===== src/hdl/sadc_pkg.sv =====
package sadc_pkg;

    // Register byte addresses (word aligned)
    localparam logic [3:0] SADC_CSR_ADDR    = 4'h0;
    localparam logic [3:0] SADC_RESULT_ADDR = 4'h4;

    // Control/status field positions
    localparam int SADC_SEL_LSB  = 0;
    localparam int SADC_SEL_W    = 5;
    localparam int SADC_PON_BIT  = 5;
    localparam int SADC_RCS_BIT  = 6;
    localparam int SADC_DONE_BIT = 7;

    localparam logic [7:0] SADC_CSR_RESET    = 8'h00;
    localparam logic [7:0] SADC_RESULT_RESET = 8'h00;
    localparam logic [31:0] SADC_UNMAPPED_DATA = 32'h0000_0000;

    // Conversion timing
    localparam int SADC_CONV_CYCLES = 32;
    localparam int SADC_CLK_MHZ     = 100;
    localparam int SADC_MIN_CONV_MHZ = 1;
    // Bus-clock divider giving a conversion clock at or above the minimum rate
    localparam int SADC_BUS_DIV = SADC_CLK_MHZ / SADC_MIN_CONV_MHZ;
    localparam int SADC_SETTLE_NS = 10000;
    localparam int SADC_SETTLE_CYCLES = (SADC_SETTLE_NS * SADC_CLK_MHZ + 999) / 1000;

    // Selector codes
    localparam logic [4:0] SADC_SEL_PIN_MAX = 5'h04;
    localparam logic [4:0] SADC_SEL_VHIGH   = 5'h10;
    localparam logic [4:0] SADC_SEL_VMID    = 5'h11;
    localparam logic [4:0] SADC_SEL_VLOW    = 5'h12;
    localparam logic [4:0] SADC_SEL_TEST    = 5'h13;

    localparam logic [7:0] SADC_FULL_SCALE = 8'hff;
    localparam logic [7:0] SADC_ZERO_SCALE = 8'h00;
    localparam logic [7:0] SADC_MID_SCALE  = 8'h80;

    typedef enum logic [1:0] {SADC_IDLE, SADC_SAMPLE, SADC_APPROX} sadc_state_t;

endpackage : sadc_pkg


===== src/hdl/sadc_tick_if.sv =====
`timescale 1ns/100ps
interface sadc_tick_if;
    logic tick;
    modport source (output tick);
    modport sink   (input  tick);
endinterface : sadc_tick_if


===== src/hdl/sadc_engine.sv =====
// Register access over Avalon-MM and the register offsets were decided locally.
`timescale 1ns/100ps
// Converter control: register file, sequencing, successive approximation
//
// Contract
// - Every conversion lasts exactly 32 conversion clocks, clock at least 1 MHz.
// - Stop mode turns the RC oscillator off; power-on bit stays set.
// - RC-domain results enter the result register in step with the bus clock.
// - Done flag sets when a conversion finishes; result is then valid.
// - Done flag clears on control write or result read; control write restarts.
// - After a control write, selected input converts every 32 cycles, repeatedly.
// - Each result overwrites the previous one; no overrun indication.
// - RC select bit clocks conversions from the internal oscillator.
// - Power-on bit enables current sources and charge pump; settling time applies.
// - Codes 00-04 pick pins; 10, 11, 12 pick high, mid, low reference.
// - Code 13 is factory test and converts to zero.
// - High reference gives FF, low gives 00, above high saturates at FF.
// - One 8-bit result register, loaded each time the done flag sets.
// - Input is sampled at start of each period, then compared successively.
// - Wait mode keeps converting and does not clear the done flag.
// - Stop mode halts the converter and abandons a conversion without result.
// - Stop mode leaves result and control/status registers unchanged.
module sadc_engine
    import sadc_pkg::*;
(
    input  wire logic         ref_clk_in,
    input  wire logic         srst_in,
    input  wire logic [3:0]   avs_address_in,
    input  wire logic         avs_read_in,
    input  wire logic         avs_write_in,
    input  wire logic [31:0]  avs_writedata_in,
    input  wire logic [3:0]   avs_byteenable_in,
    output logic      [31:0]  avs_readdata_out,
    output logic              avs_waitrequest_out,
    input  wire logic         stop_mode_in,
    input  wire logic         wait_mode_in,
    input  wire logic         rc_osc_in,
    input  wire logic         comp_above_in,
    output logic      [4:0]   input_select_field_out,
    output logic              sample_hold_out,
    output logic      [7:0]   dac_code_out,
    output logic              converter_power_on_out,
    output logic              rc_osc_enable_out,
    output logic              settled_out
);
    import sadc_pkg::*;

    sadc_tick_if tick_if ();

    logic [7:0]  converter_control_status;
    logic [7:0]  converter_result;
    logic        conversion_done_flag;
    logic        comp_meta;
    logic        comp_sync;
    logic        waitreq;
    sadc_state_t state;
    logic [4:0]  cycle_count;
    logic [7:0]  trial;
    logic [3:0]  bit_idx;
    logic        finish;
    logic [7:0]  final_code;
    logic        csr_write;
    logic        result_read;
    logic        run;
    logic [10:0] settle_count;

    function automatic logic is_fixed_code(input logic [4:0] sel);
        is_fixed_code = (sel == SADC_SEL_VHIGH) || (sel == SADC_SEL_VLOW) || (sel == SADC_SEL_TEST);
    endfunction : is_fixed_code

    function automatic logic [7:0] fixed_value(input logic [4:0] sel);
        if (sel == SADC_SEL_VHIGH)
            fixed_value = SADC_FULL_SCALE;
        else
            fixed_value = SADC_ZERO_SCALE;
    endfunction : fixed_value

    // Waitrequest drops for one cycle per access, so every access takes two edges
    wire access = (avs_read_in || avs_write_in);
    assign csr_write   = avs_write_in && !waitreq && avs_address_in == SADC_CSR_ADDR && avs_byteenable_in[0];
    assign result_read = avs_read_in && !waitreq && avs_address_in == SADC_RESULT_ADDR;

    wire [4:0] sel_field = converter_control_status[SADC_SEL_LSB +: SADC_SEL_W];
    wire       pon       = converter_control_status[SADC_PON_BIT];
    wire       rcs       = converter_control_status[SADC_RCS_BIT];
    assign run = pon && !stop_mode_in;

    sadc_clk_gen u_clk_gen (
        .ref_clk_in   (ref_clk_in),
        .srst_in      (srst_in),
        .rc_osc_in    (rc_osc_in),
        .rc_select_in (rcs),
        .run_in       (run),
        .tick_if      (tick_if)
    );

    always_ff @(posedge ref_clk_in)
    begin
        if (srst_in)
            waitreq <= 1'b1;
        else
            waitreq <= !(access && waitreq);
    end

    always_ff @(posedge ref_clk_in)
    begin
        if (srst_in)
            avs_readdata_out <= SADC_UNMAPPED_DATA;
        else if (avs_read_in && waitreq)
        begin
            unique case (avs_address_in)
                SADC_CSR_ADDR:    avs_readdata_out <= {24'h000000, conversion_done_flag,
                                                       converter_control_status[6:0]};
                SADC_RESULT_ADDR: avs_readdata_out <= {24'h000000, converter_result};
                default:          avs_readdata_out <= SADC_UNMAPPED_DATA;
            endcase
        end
    end

    // Control/status: stop mode does not touch it
    always_ff @(posedge ref_clk_in)
    begin
        if (srst_in)
            converter_control_status <= SADC_CSR_RESET;
        else if (csr_write)
            converter_control_status <= {1'b0, avs_writedata_in[6:0]};
    end

    // Comparator is asynchronous to the bus clock
    always_ff @(posedge ref_clk_in)
    begin
        if (srst_in)
        begin
            comp_meta <= 1'b0;
            comp_sync <= 1'b0;
        end
        else
        begin
            comp_meta <= comp_above_in;
            comp_sync <= comp_meta;
        end
    end

    // Sequencer: one sample cycle plus 31 approximation cycles per conversion
    always_ff @(posedge ref_clk_in)
    begin
        if (srst_in || !run || csr_write)
        begin
            state       <= SADC_IDLE;
            cycle_count <= 5'h00;
            trial       <= SADC_MID_SCALE;
            bit_idx     <= 4'h7;
        end
        else if (tick_if.tick)
        begin
            unique case (state)
                SADC_IDLE:
                begin
                    state       <= SADC_SAMPLE;
                    cycle_count <= 5'h00;
                end
                SADC_SAMPLE:
                begin
                    state       <= SADC_APPROX;
                    cycle_count <= 5'h01;
                    trial       <= SADC_MID_SCALE;
                    bit_idx     <= 4'h7;
                end
                SADC_APPROX:
                begin
                    // Resolve one bit every fourth cycle, leaving settling time for the DAC;
                    // the last bit lands one cycle before the result is taken
                    if (cycle_count[1:0] == 2'b10 && bit_idx != 4'hf)
                    begin
                        if (!comp_sync)
                            trial[bit_idx[2:0]] <= 1'b0;
                        if (bit_idx != 4'h0)
                            trial[bit_idx[2:0] - 3'h1] <= 1'b1;
                        bit_idx <= bit_idx - 4'h1;
                    end
                    if (cycle_count == 5'(SADC_CONV_CYCLES - 1))
                    begin
                        state       <= SADC_SAMPLE;
                        cycle_count <= 5'h00;
                    end
                    else
                        cycle_count <= cycle_count + 5'h01;
                end
            endcase
        end
    end

    assign finish = tick_if.tick && run && !csr_write && state == SADC_APPROX
                    && cycle_count == 5'(SADC_CONV_CYCLES - 1);
    // Above-range inputs keep every trial bit set, saturating at full scale
    assign final_code = is_fixed_code(sel_field) ? fixed_value(sel_field) : trial;

    always_ff @(posedge ref_clk_in)
    begin
        if (srst_in)
            converter_result <= SADC_RESULT_RESET;
        else if (finish)
            converter_result <= final_code;
    end

    // Set wins over clear; wait mode has no effect on the flag
    always_ff @(posedge ref_clk_in)
    begin
        if (srst_in)
            conversion_done_flag <= 1'b0;
        else if (finish)
            conversion_done_flag <= 1'b1;
        else if (csr_write || result_read)
            conversion_done_flag <= 1'b0;
    end

    // Settling indicator for power-on and oscillator start
    always_ff @(posedge ref_clk_in)
    begin
        if (srst_in || !run || csr_write)
            settle_count <= 11'h000;
        else if (settle_count != 11'(SADC_SETTLE_CYCLES))
            settle_count <= settle_count + 11'h001;
    end

    always_ff @(posedge ref_clk_in)
    begin
        if (srst_in)
        begin
            input_select_field_out <= 5'h00;
            sample_hold_out        <= 1'b0;
            dac_code_out           <= SADC_MID_SCALE;
            converter_power_on_out <= 1'b0;
            rc_osc_enable_out      <= 1'b0;
            settled_out            <= 1'b0;
            avs_waitrequest_out    <= 1'b1;
        end
        else
        begin
            input_select_field_out <= sel_field;
            sample_hold_out        <= (state == SADC_SAMPLE) && run;
            dac_code_out           <= trial;
            converter_power_on_out <= pon && !stop_mode_in;
            rc_osc_enable_out      <= rcs && !stop_mode_in;
            settled_out            <= settle_count == 11'(SADC_SETTLE_CYCLES);
            avs_waitrequest_out    <= !(access && waitreq && !(avs_waitrequest_out == 1'b0));
        end
    end

    logic unused_wait;
    assign unused_wait = wait_mode_in;

endmodule : sadc_engine


===== src/hdl/sadc_clk_gen.sv =====
`timescale 1ns/100ps
// Conversion clock enable: divided bus clock, or the synchronised RC oscillator edge
module sadc_clk_gen
    import sadc_pkg::*;
(
    input  wire logic   ref_clk_in,
    input  wire logic   srst_in,
    input  wire logic   rc_osc_in,
    input  wire logic   rc_select_in,
    input  wire logic   run_in,
    sadc_tick_if.source tick_if
);
    import sadc_pkg::*;

    logic [6:0] div_count;
    logic       rc_meta;
    logic       rc_sync;
    logic       rc_prev;

    // Oscillator runs only when selected and not stopped
    always_ff @(posedge ref_clk_in)
    begin
        if (srst_in)
        begin
            rc_meta <= 1'b0;
            rc_sync <= 1'b0;
            rc_prev <= 1'b0;
        end
        else
        begin
            rc_meta <= rc_osc_in;
            rc_sync <= rc_meta;
            rc_prev <= rc_sync;
        end
    end

    always_ff @(posedge ref_clk_in)
    begin
        if (srst_in || !run_in || div_count == 7'(SADC_BUS_DIV - 1))
            div_count <= 7'h00;
        else
            div_count <= div_count + 7'h01;
    end

    always_comb
    begin
        if (!run_in)
            tick_if.tick = 1'b0;
        else if (rc_select_in)
            tick_if.tick = rc_sync && !rc_prev;
        else
            tick_if.tick = (div_count == 7'(SADC_BUS_DIV - 1));
    end

endmodule : sadc_clk_gen


===== config.mk =====
export PLATFORM = sky130hd
export DESIGN_NAME = sadc_engine
export DESIGN_NICKNAME = d
export VERILOG_FILES = /design/src/hdl/sadc_pkg.sv /design/src/hdl/sadc_tick_if.sv /design/src/hdl/sadc_engine.sv /design/src/hdl/sadc_clk_gen.sv
export SDC_FILE = /design/constraint.sdc
export NUM_CORES = 1
export LEC_CHECK = 0
export BUFFER_PORTS_ARGS = -buffer_cell sky130_fd_sc_hd__buf_2
export CORE_UTILIZATION = 53
export CTS_CLUSTER_SIZE = 40
export DETAILED_ROUTE_END_ITERATION = 8
export GPL_TIMING_DRIVEN = 0
export PLACE_DENSITY = 0.92
export SLEW_MARGIN = 5
export SYNTH_ARGS = -nofsm -noshare
export SYNTH_HDL_FRONTEND = slang
export SYNTH_HIERARCHICAL = 1
export SYNTH_SLANG_ARGS = --single-unit

===== constraint.sdc =====
create_clock -name ref_clk_in -period 3.1 [get_ports ref_clk_in]
set_input_delay 0.31 -clock ref_clk_in [delete_from_list [all_inputs] [get_ports ref_clk_in]]
set_output_delay 0.31 -clock ref_clk_in [all_outputs]
set_load 0.02 [all_outputs]

=== Word-level counts from Yosys, hierarchy flattened ===
Cells that the tools add are included.
Widths: inputs -> output; s select.

* Memories: 0
* Bits in writable memories: 0
* Flip-flop bits (word level): 109
* Latch bits: 0
* Logic and storage cells: 114
* ROM bits: 0
* Input port bits: 48

* Shift-type cells: 0
* $mul: 0
* Muxes and demuxes: 25
* Add/sub/neg operators: 5
* Equal/unequal tests: 14
* Divide/modulo/power cells: 0
* Reductions and logical operators: 40
* $lt $le $gt $ge: 4
* Bitwise gates (word level): 3

{| class="wikitable"
|+ Operators by type and width
! kind !! number
|-
| $mux 8 || 9
|-
| $pmux 8 s2 || 2
|-
| $eq 5x5->1 const B || 4
|-
| $logic_and 1x1->1 || 19
|-
| $pmux 5 s3 || 1
|-
| $add 11x1->11 const B || 1
|-
| $eq 11x10->1 const B || 1
|-
| $ne 11x10->1 const B || 1
|-
| $and 8x8->8 || 1
|-
| $lt 3x4->1 const B || 2
|-
| $not 8->8 || 1
|-
| $or 8x8->8 || 1
|-
| $pmux 4 s2 || 1
|-
| $add 7x1->7 const B || 1
|-
| $eq 7x7->1 const B || 1
|-
| $logic_not 1->1 || 7
|-
| $logic_or 1x1->1 || 7
|-
| $demux 1 s3 || 2
|-
| $ge 3x1->1 const B || 2
|-
| $mux 1 || 6
|-
| $pmux 2 s3 || 1
|-
| $add 5x1->5 const B || 1
|-
| $mux 5 || 1
|-
| $eq 2x2->1 const B || 2
|-
| other kinds (14) || 16
|}

=== Logic depth before layout (Yosys ltp) ===
* Depth after elaboration: 15
* Gate-level depth with buffers: 9
* Depth with buffers taken out: 7

=== Cells and area by module ===
Netlist, hierarchy kept.

{| class="wikitable"
|+ Modules (own cells, without submodules)
! module !! seq. area each (um^2) !! instances !! area each (um^2) !! cells each
|-
| sadc_engine || 1501.4 || 1 || 3409.5 || 372
|-
| sadc_clk_gen || 200.2 || 1 || 409.1 || 42
|}

=== Worst setup path before layout ===
Ideal clock, no wire load.

* Kind: flip-flop to flip-flop
* From: reg u_clk_gen.div_count[0]
* To: reg trial[7]
* Cell stages (with the launch flop): 8
* Data arrival time: 2.373 ns
* Path buffers: 0
* Setup slack: 0.603 ns
* Library setup time: 0.124 ns
* Required time: 2.976 ns
* Clock period less this slack: 2.497 ns
* Cells stage by stage: dfxtp_1 > ha_1 > nand4bb_2 > o41ai_1 > nand3_1 > o21ai_1 > a41oi_1 > a2111o_1

* Word-level cells in the longest chain between the ends: 4

{| class="wikitable"
|+ RTL lines
! element !! line !! RTL
|-
| from (decl) || sadc_clk_gen.sv:15 || <nowiki>logic [6:0] div_count;</nowiki>
|-
| from (signal assigned) || sadc_clk_gen.sv:42 || <nowiki>div_count <= div_count + 7'h01;</nowiki>
|-
| $eq 7x7->1 || sadc_clk_gen.sv:52 || <nowiki>tick_if.tick = (div_count == 7'(SADC_BUS_DIV - 1));</nowiki>
|-
| $mux 1 || sadc_clk_gen.sv:49 || <nowiki>else if (rc_select_in)</nowiki>
|-
| $mux 1 || sadc_clk_gen.sv:47 || <nowiki>if (!run_in)</nowiki>
|-
| net tick_if.tick || sadc_tick_if.sv:3 || <nowiki>logic tick;</nowiki>
|-
| $reduce_and 3->1 (no line) || n/a ||
|-
| to (signal assigned) || sadc_engine.sv:166 || <nowiki>trial <= SADC_MID_SCALE;</nowiki>
|-
| to (signal, indexed assignment) || sadc_engine.sv:176 || <nowiki>trial[bit_idx[2:0]] <= 1'b0;</nowiki>
|-
| to (signal, indexed assignment) || sadc_engine.sv:178 || <nowiki>trial[bit_idx[2:0] - 3'h1] <= 1'b1;</nowiki>
|-
| to (decl) || sadc_engine.sv:58 || <nowiki>logic [7:0] trial;</nowiki>
|}

The timed path passes the listed nets, and every way through them passes these cells.
A chain may end at the register's enable or synchronous reset.

=== Worst setup path in the final report ===
* From: reg converter_control_status[5]
* To: reg trial[7]

{| class="wikitable"
|+ RTL lines
! element !! line !! RTL
|-
| from (decl) || sadc_engine.sv:50 || <nowiki>logic [7:0] converter_control_status;</nowiki>
|-
| from (signal assigned) || sadc_engine.sv:126 || <nowiki>converter_control_status <= {1'b0, avs_writedata_in[6:0]};</nowiki>
|-
| $logic_and 1x1->1 || sadc_engine.sv:86 || <nowiki>assign run = pon && !stop_mode_in;</nowiki>
|-
| net run || sadc_engine.sv:64 || <nowiki>logic run;</nowiki>
|-
| $mux 1 || sadc_clk_gen.sv:47 ||
|-
| net tick_if.tick || sadc_tick_if.sv:3 ||
|-
| $reduce_and 3->1 (no line) || n/a ||
|-
| to (signal assigned) || sadc_engine.sv:151 || <nowiki>trial <= SADC_MID_SCALE;</nowiki>
|-
| to (signal assigned) || sadc_engine.sv:166 ||
|-
| to (signal, indexed assignment) || sadc_engine.sv:176 ||
|}

The timed path passes the listed nets, and every way through them passes these cells.

==> reports/results.txt <==
status -> completed
main combinational cell family by area after synthesis -> simple AND/OR/NAND/NOR gates
I/O Buffers -> 44
cell-internal power -> 1.54 mW
clock power share -> 39.5%
synth unique cells -> 58
n_diodes -> 0
Max Root-Sink Buffers -> 2
Die ar. -> 7550 µm²
fillers -> 546
antenna violations before repair -> 0
TritonCTS clock tree -> built
Reg power frac -> 55.3%
Post-Route Setup TNS -> 0 ns
mux cell area share after synthesis -> 4.46%
CP Capture Type -> flop
Lkg Pwr -> 1.78 nW
hold_ws -> 0.145 ns
Clock transition at path regs -> 0.07 ns
Yosys top cell area share -> 44.6%
I/O pins -> 98
Max Fclk -> 348 MHz
Final Hold Vio Count -> 0
Die X -> 86.9 µm
Top FF cell, synth -> dfxtp_1
Slew HR -> 42.9%
Post-Syn Instances -> 414
post-place setup slack -> 0.0341 ns
Final period util -> 92.8%
CTS H-tree depth -> 3
DPL Wire Length -> 5.71 mm
vias in the first global route -> 2870
top cells by area, synth -> dfxtp_1, nor2_1, buf_4, mux2i_1, a21oi_1
Synth Warn # -> 6
worst vdd ir -> 0.206 mV
starting density of the core -> 55.6%
Vias -> 3126
Worst Skew -> 0.00876 ns
critical path launch point type -> flop
count leader, synth -> dfxtp_1
met2 GRT Util -> 36.8%
Remaining DRCs -> 0
M3 GR Usage -> 6.82%
Worst Path Arrival -> 3.13 ns
number of flops mapped to enable cells by yosys -> 0
Syn Area/Cell -> 9.22 µm²
CTS Root Cell -> clkbuf_8
XOR/XNOR Fraction of Synth Area -> 3.44%
# Max-Cap Violations -> 0
Area Overhead vs Synth -> 16.6%
Post-Synth Adder-Cell Area -> 3.28%
nets -> 550
grt peak-use layer -> met2
gpl congestion -> 0.978
Final Worst Setup Slack -> 0.222 ns
fraction of registers with async set/reset -> 0%
drt first-iter violations -> 224
clock sink total -> 85
worst-skew pair later-pin latency -> 0.37 ns
drt via density -> 5.28
routed wire length -> 7.87 mm
RSZ-0062 raised after global routing -> false
Total Routing Usage GR -> 22.0%
Comb pwr share -> 5.1%
Final Core Density -> 64.8%
Rows -> 30
Final setup viols -> 0
global-route wire length before repair -> 12.8 mm
postcts setup bufs -> 0
Tmin final -> 2.88 ns
share of cells above drive strength 1 -> 21.6%
post-synthesis compound-gate area fraction -> 12.9%
sw frac -> 22.3%
mapped cell area -> 3820 µm²
CTS Buf Count -> 9
largest net degree at the start of global routing -> 14
worst slew pin tran -> 0.855 ns
Seq/Total Area, Yosys -> 44.6%
DR pass1 iterations -> 4
synth cell count leaders -> dfxtp_1, nor2_1, a21oi_1
Simple-Gate Fraction of Synth Area -> 22.7%
Hold WC Path Type -> in2reg
CORE AREA -> 6870 µm²
Crit path required time -> 3.35 ns
Die Ht -> 86.9 µm
#FFs+latches synth -> 85
routing usage on met1 -> 25.5%
crit path kind -> reg2reg
remaining antenna violation count after routing -> 0
Final Max Tran Viols -> 0
crit-path max FO -> 9
total grt overflow -> 0
PD cells -> 446 nW/µm²
post-synth top area cell -> dfxtp_1
Psw -> 443 µW
Routed WL per cell -> 13.3 µm
worst paths after layout:
check / start / end / slack, ns / depth (start not counted)
max: converter_control_status[5] / trial[7] / 0.22 / 7
min: stop_mode_in / rc_osc_enable_out / 0.14 / 2
max reg2reg: converter_control_status[5] / trial[7] / 0.22 / 7
min reg2reg: avs_waitrequest_out / avs_waitrequest_out / 0.44 / 1
metrics by stage:
step | cell area (µm²) | power (mW) | cells
after floorplan | 3910 | 1.20 | 437
after global routing | 4450 | 2.05 | 592
final | 4450 | 1.99 | 592
after detailed placement | 4250 | 1.23 | 577
after CTS | 4440 | 1.99 | 592
after global placement | 4250 | 1.22 | 577
timing repair:
| item | 4_1_cts | 5_1_grt |
|---|---|---|
| hold buffers | 0 | 0 |
| setup endpoints to repair | 0 | 5 |
| gates resized for setup | 0 | 1 |
kinds of logic (layout without fill, tap and decap cells):
logic type	count (synthesis)	count (layout)
flops	85	85
other cells	1	24
buf+inv	54	113
mux	17	17
fa+ha+maj	10	10
xor+xnor	15	15
compound gates	73	73
simple gates	159	159
sequential cells by signal, indices dropped and copies added, names as in the netlist, 2 cells and up:
name	flops
settle_count	11
avs_readdata_out	8
converter_result	8
dac_code_out	8
trial	8
converter_control_status	7
u_clk_gen/div_count	7
cycle_count	5
input_select_field_out	5
bit_idx	4
state	2
per-layer routing:
| metal | wire, µm | share of wire [%] |
|---|---|---|
| met1 | 3370 | 43 |
| met2 | 3820 | 49 |
| met3 | 459 | 5.8 |
| met4 | 212 | 2.7 |
| met5 | 0 | 0 |
critical path, cell delays in order (launching register included):
cell      delay [ns]
dfxtp_1         0.36
nor2b_1         0.34
inv_1           0.10
o41ai_2         0.62
nand3b_1        0.41
o21ai_1         0.40
a41oi_1         0.17
a2111o_1        0.36
area by class of cell:
class	count	area [µm²]	share of cell area [%]
flip-flops and latches	85	1700	38.2
clock inverters	4	47.5	1.07
plain buffers	38	265	5.96
multi-input cells	298	1890	42.4
clock buffers	11	151	3.40
repair buffers	44	220	4.95
well taps	96	120	2.70
inverters	16	60.1	1.35
power by group through the flow:
| stage | sequential (mW) | combinational (mW) | clock [mW] |
|---|---|---|---|
| 2_1_floorplan | 1.13 | 0.0751 | 0 |
| 6_report | 1.10 | 0.102 | 0.785 |
| 4_1_cts | 1.10 | 0.100 | 0.795 |
| 3_5_place_dp | 1.13 | 0.100 | 0 |
| 5_1_grt | 1.10 | 0.110 | 0.835 |
| 3_3_place_gp | 1.13 | 0.0987 | 0 |
cells in the final DEF, fill, tap and decap left out, types with 2 or more instances in the layout:
master    count
dfxtp_1      85
nor2_1       52
buf_2        45
a21oi_1      33
buf_4        24
conb_1       24
nor2b_1      21
nand2_1      18
mux2i_1      17
inv_1        16
nand3_1      11
clkbuf_8     11
ha_1         10
clkbuf_1      9
o21ai_0       9
nor3_1        9
xor2_1        8
a211oi_2      8
xnor2_1       7
and3_1        6
nor4_1        4
nand2b_1      4
nand3b_1      3
or3b_2        3
o21ai_1       3
or3_1         3
nand4b_1      3
nor3b_1       3
nand4_1       3
buf_6         2
and3b_1       2
o311ai_0      2
o31ai_1       2
o211ai_1      2
and2_1        2
nor4b_1       2
a211oi_1      2
and4_1        2
clkinv_2      2
Note: power is estimated with default switching activity, not from simulation.
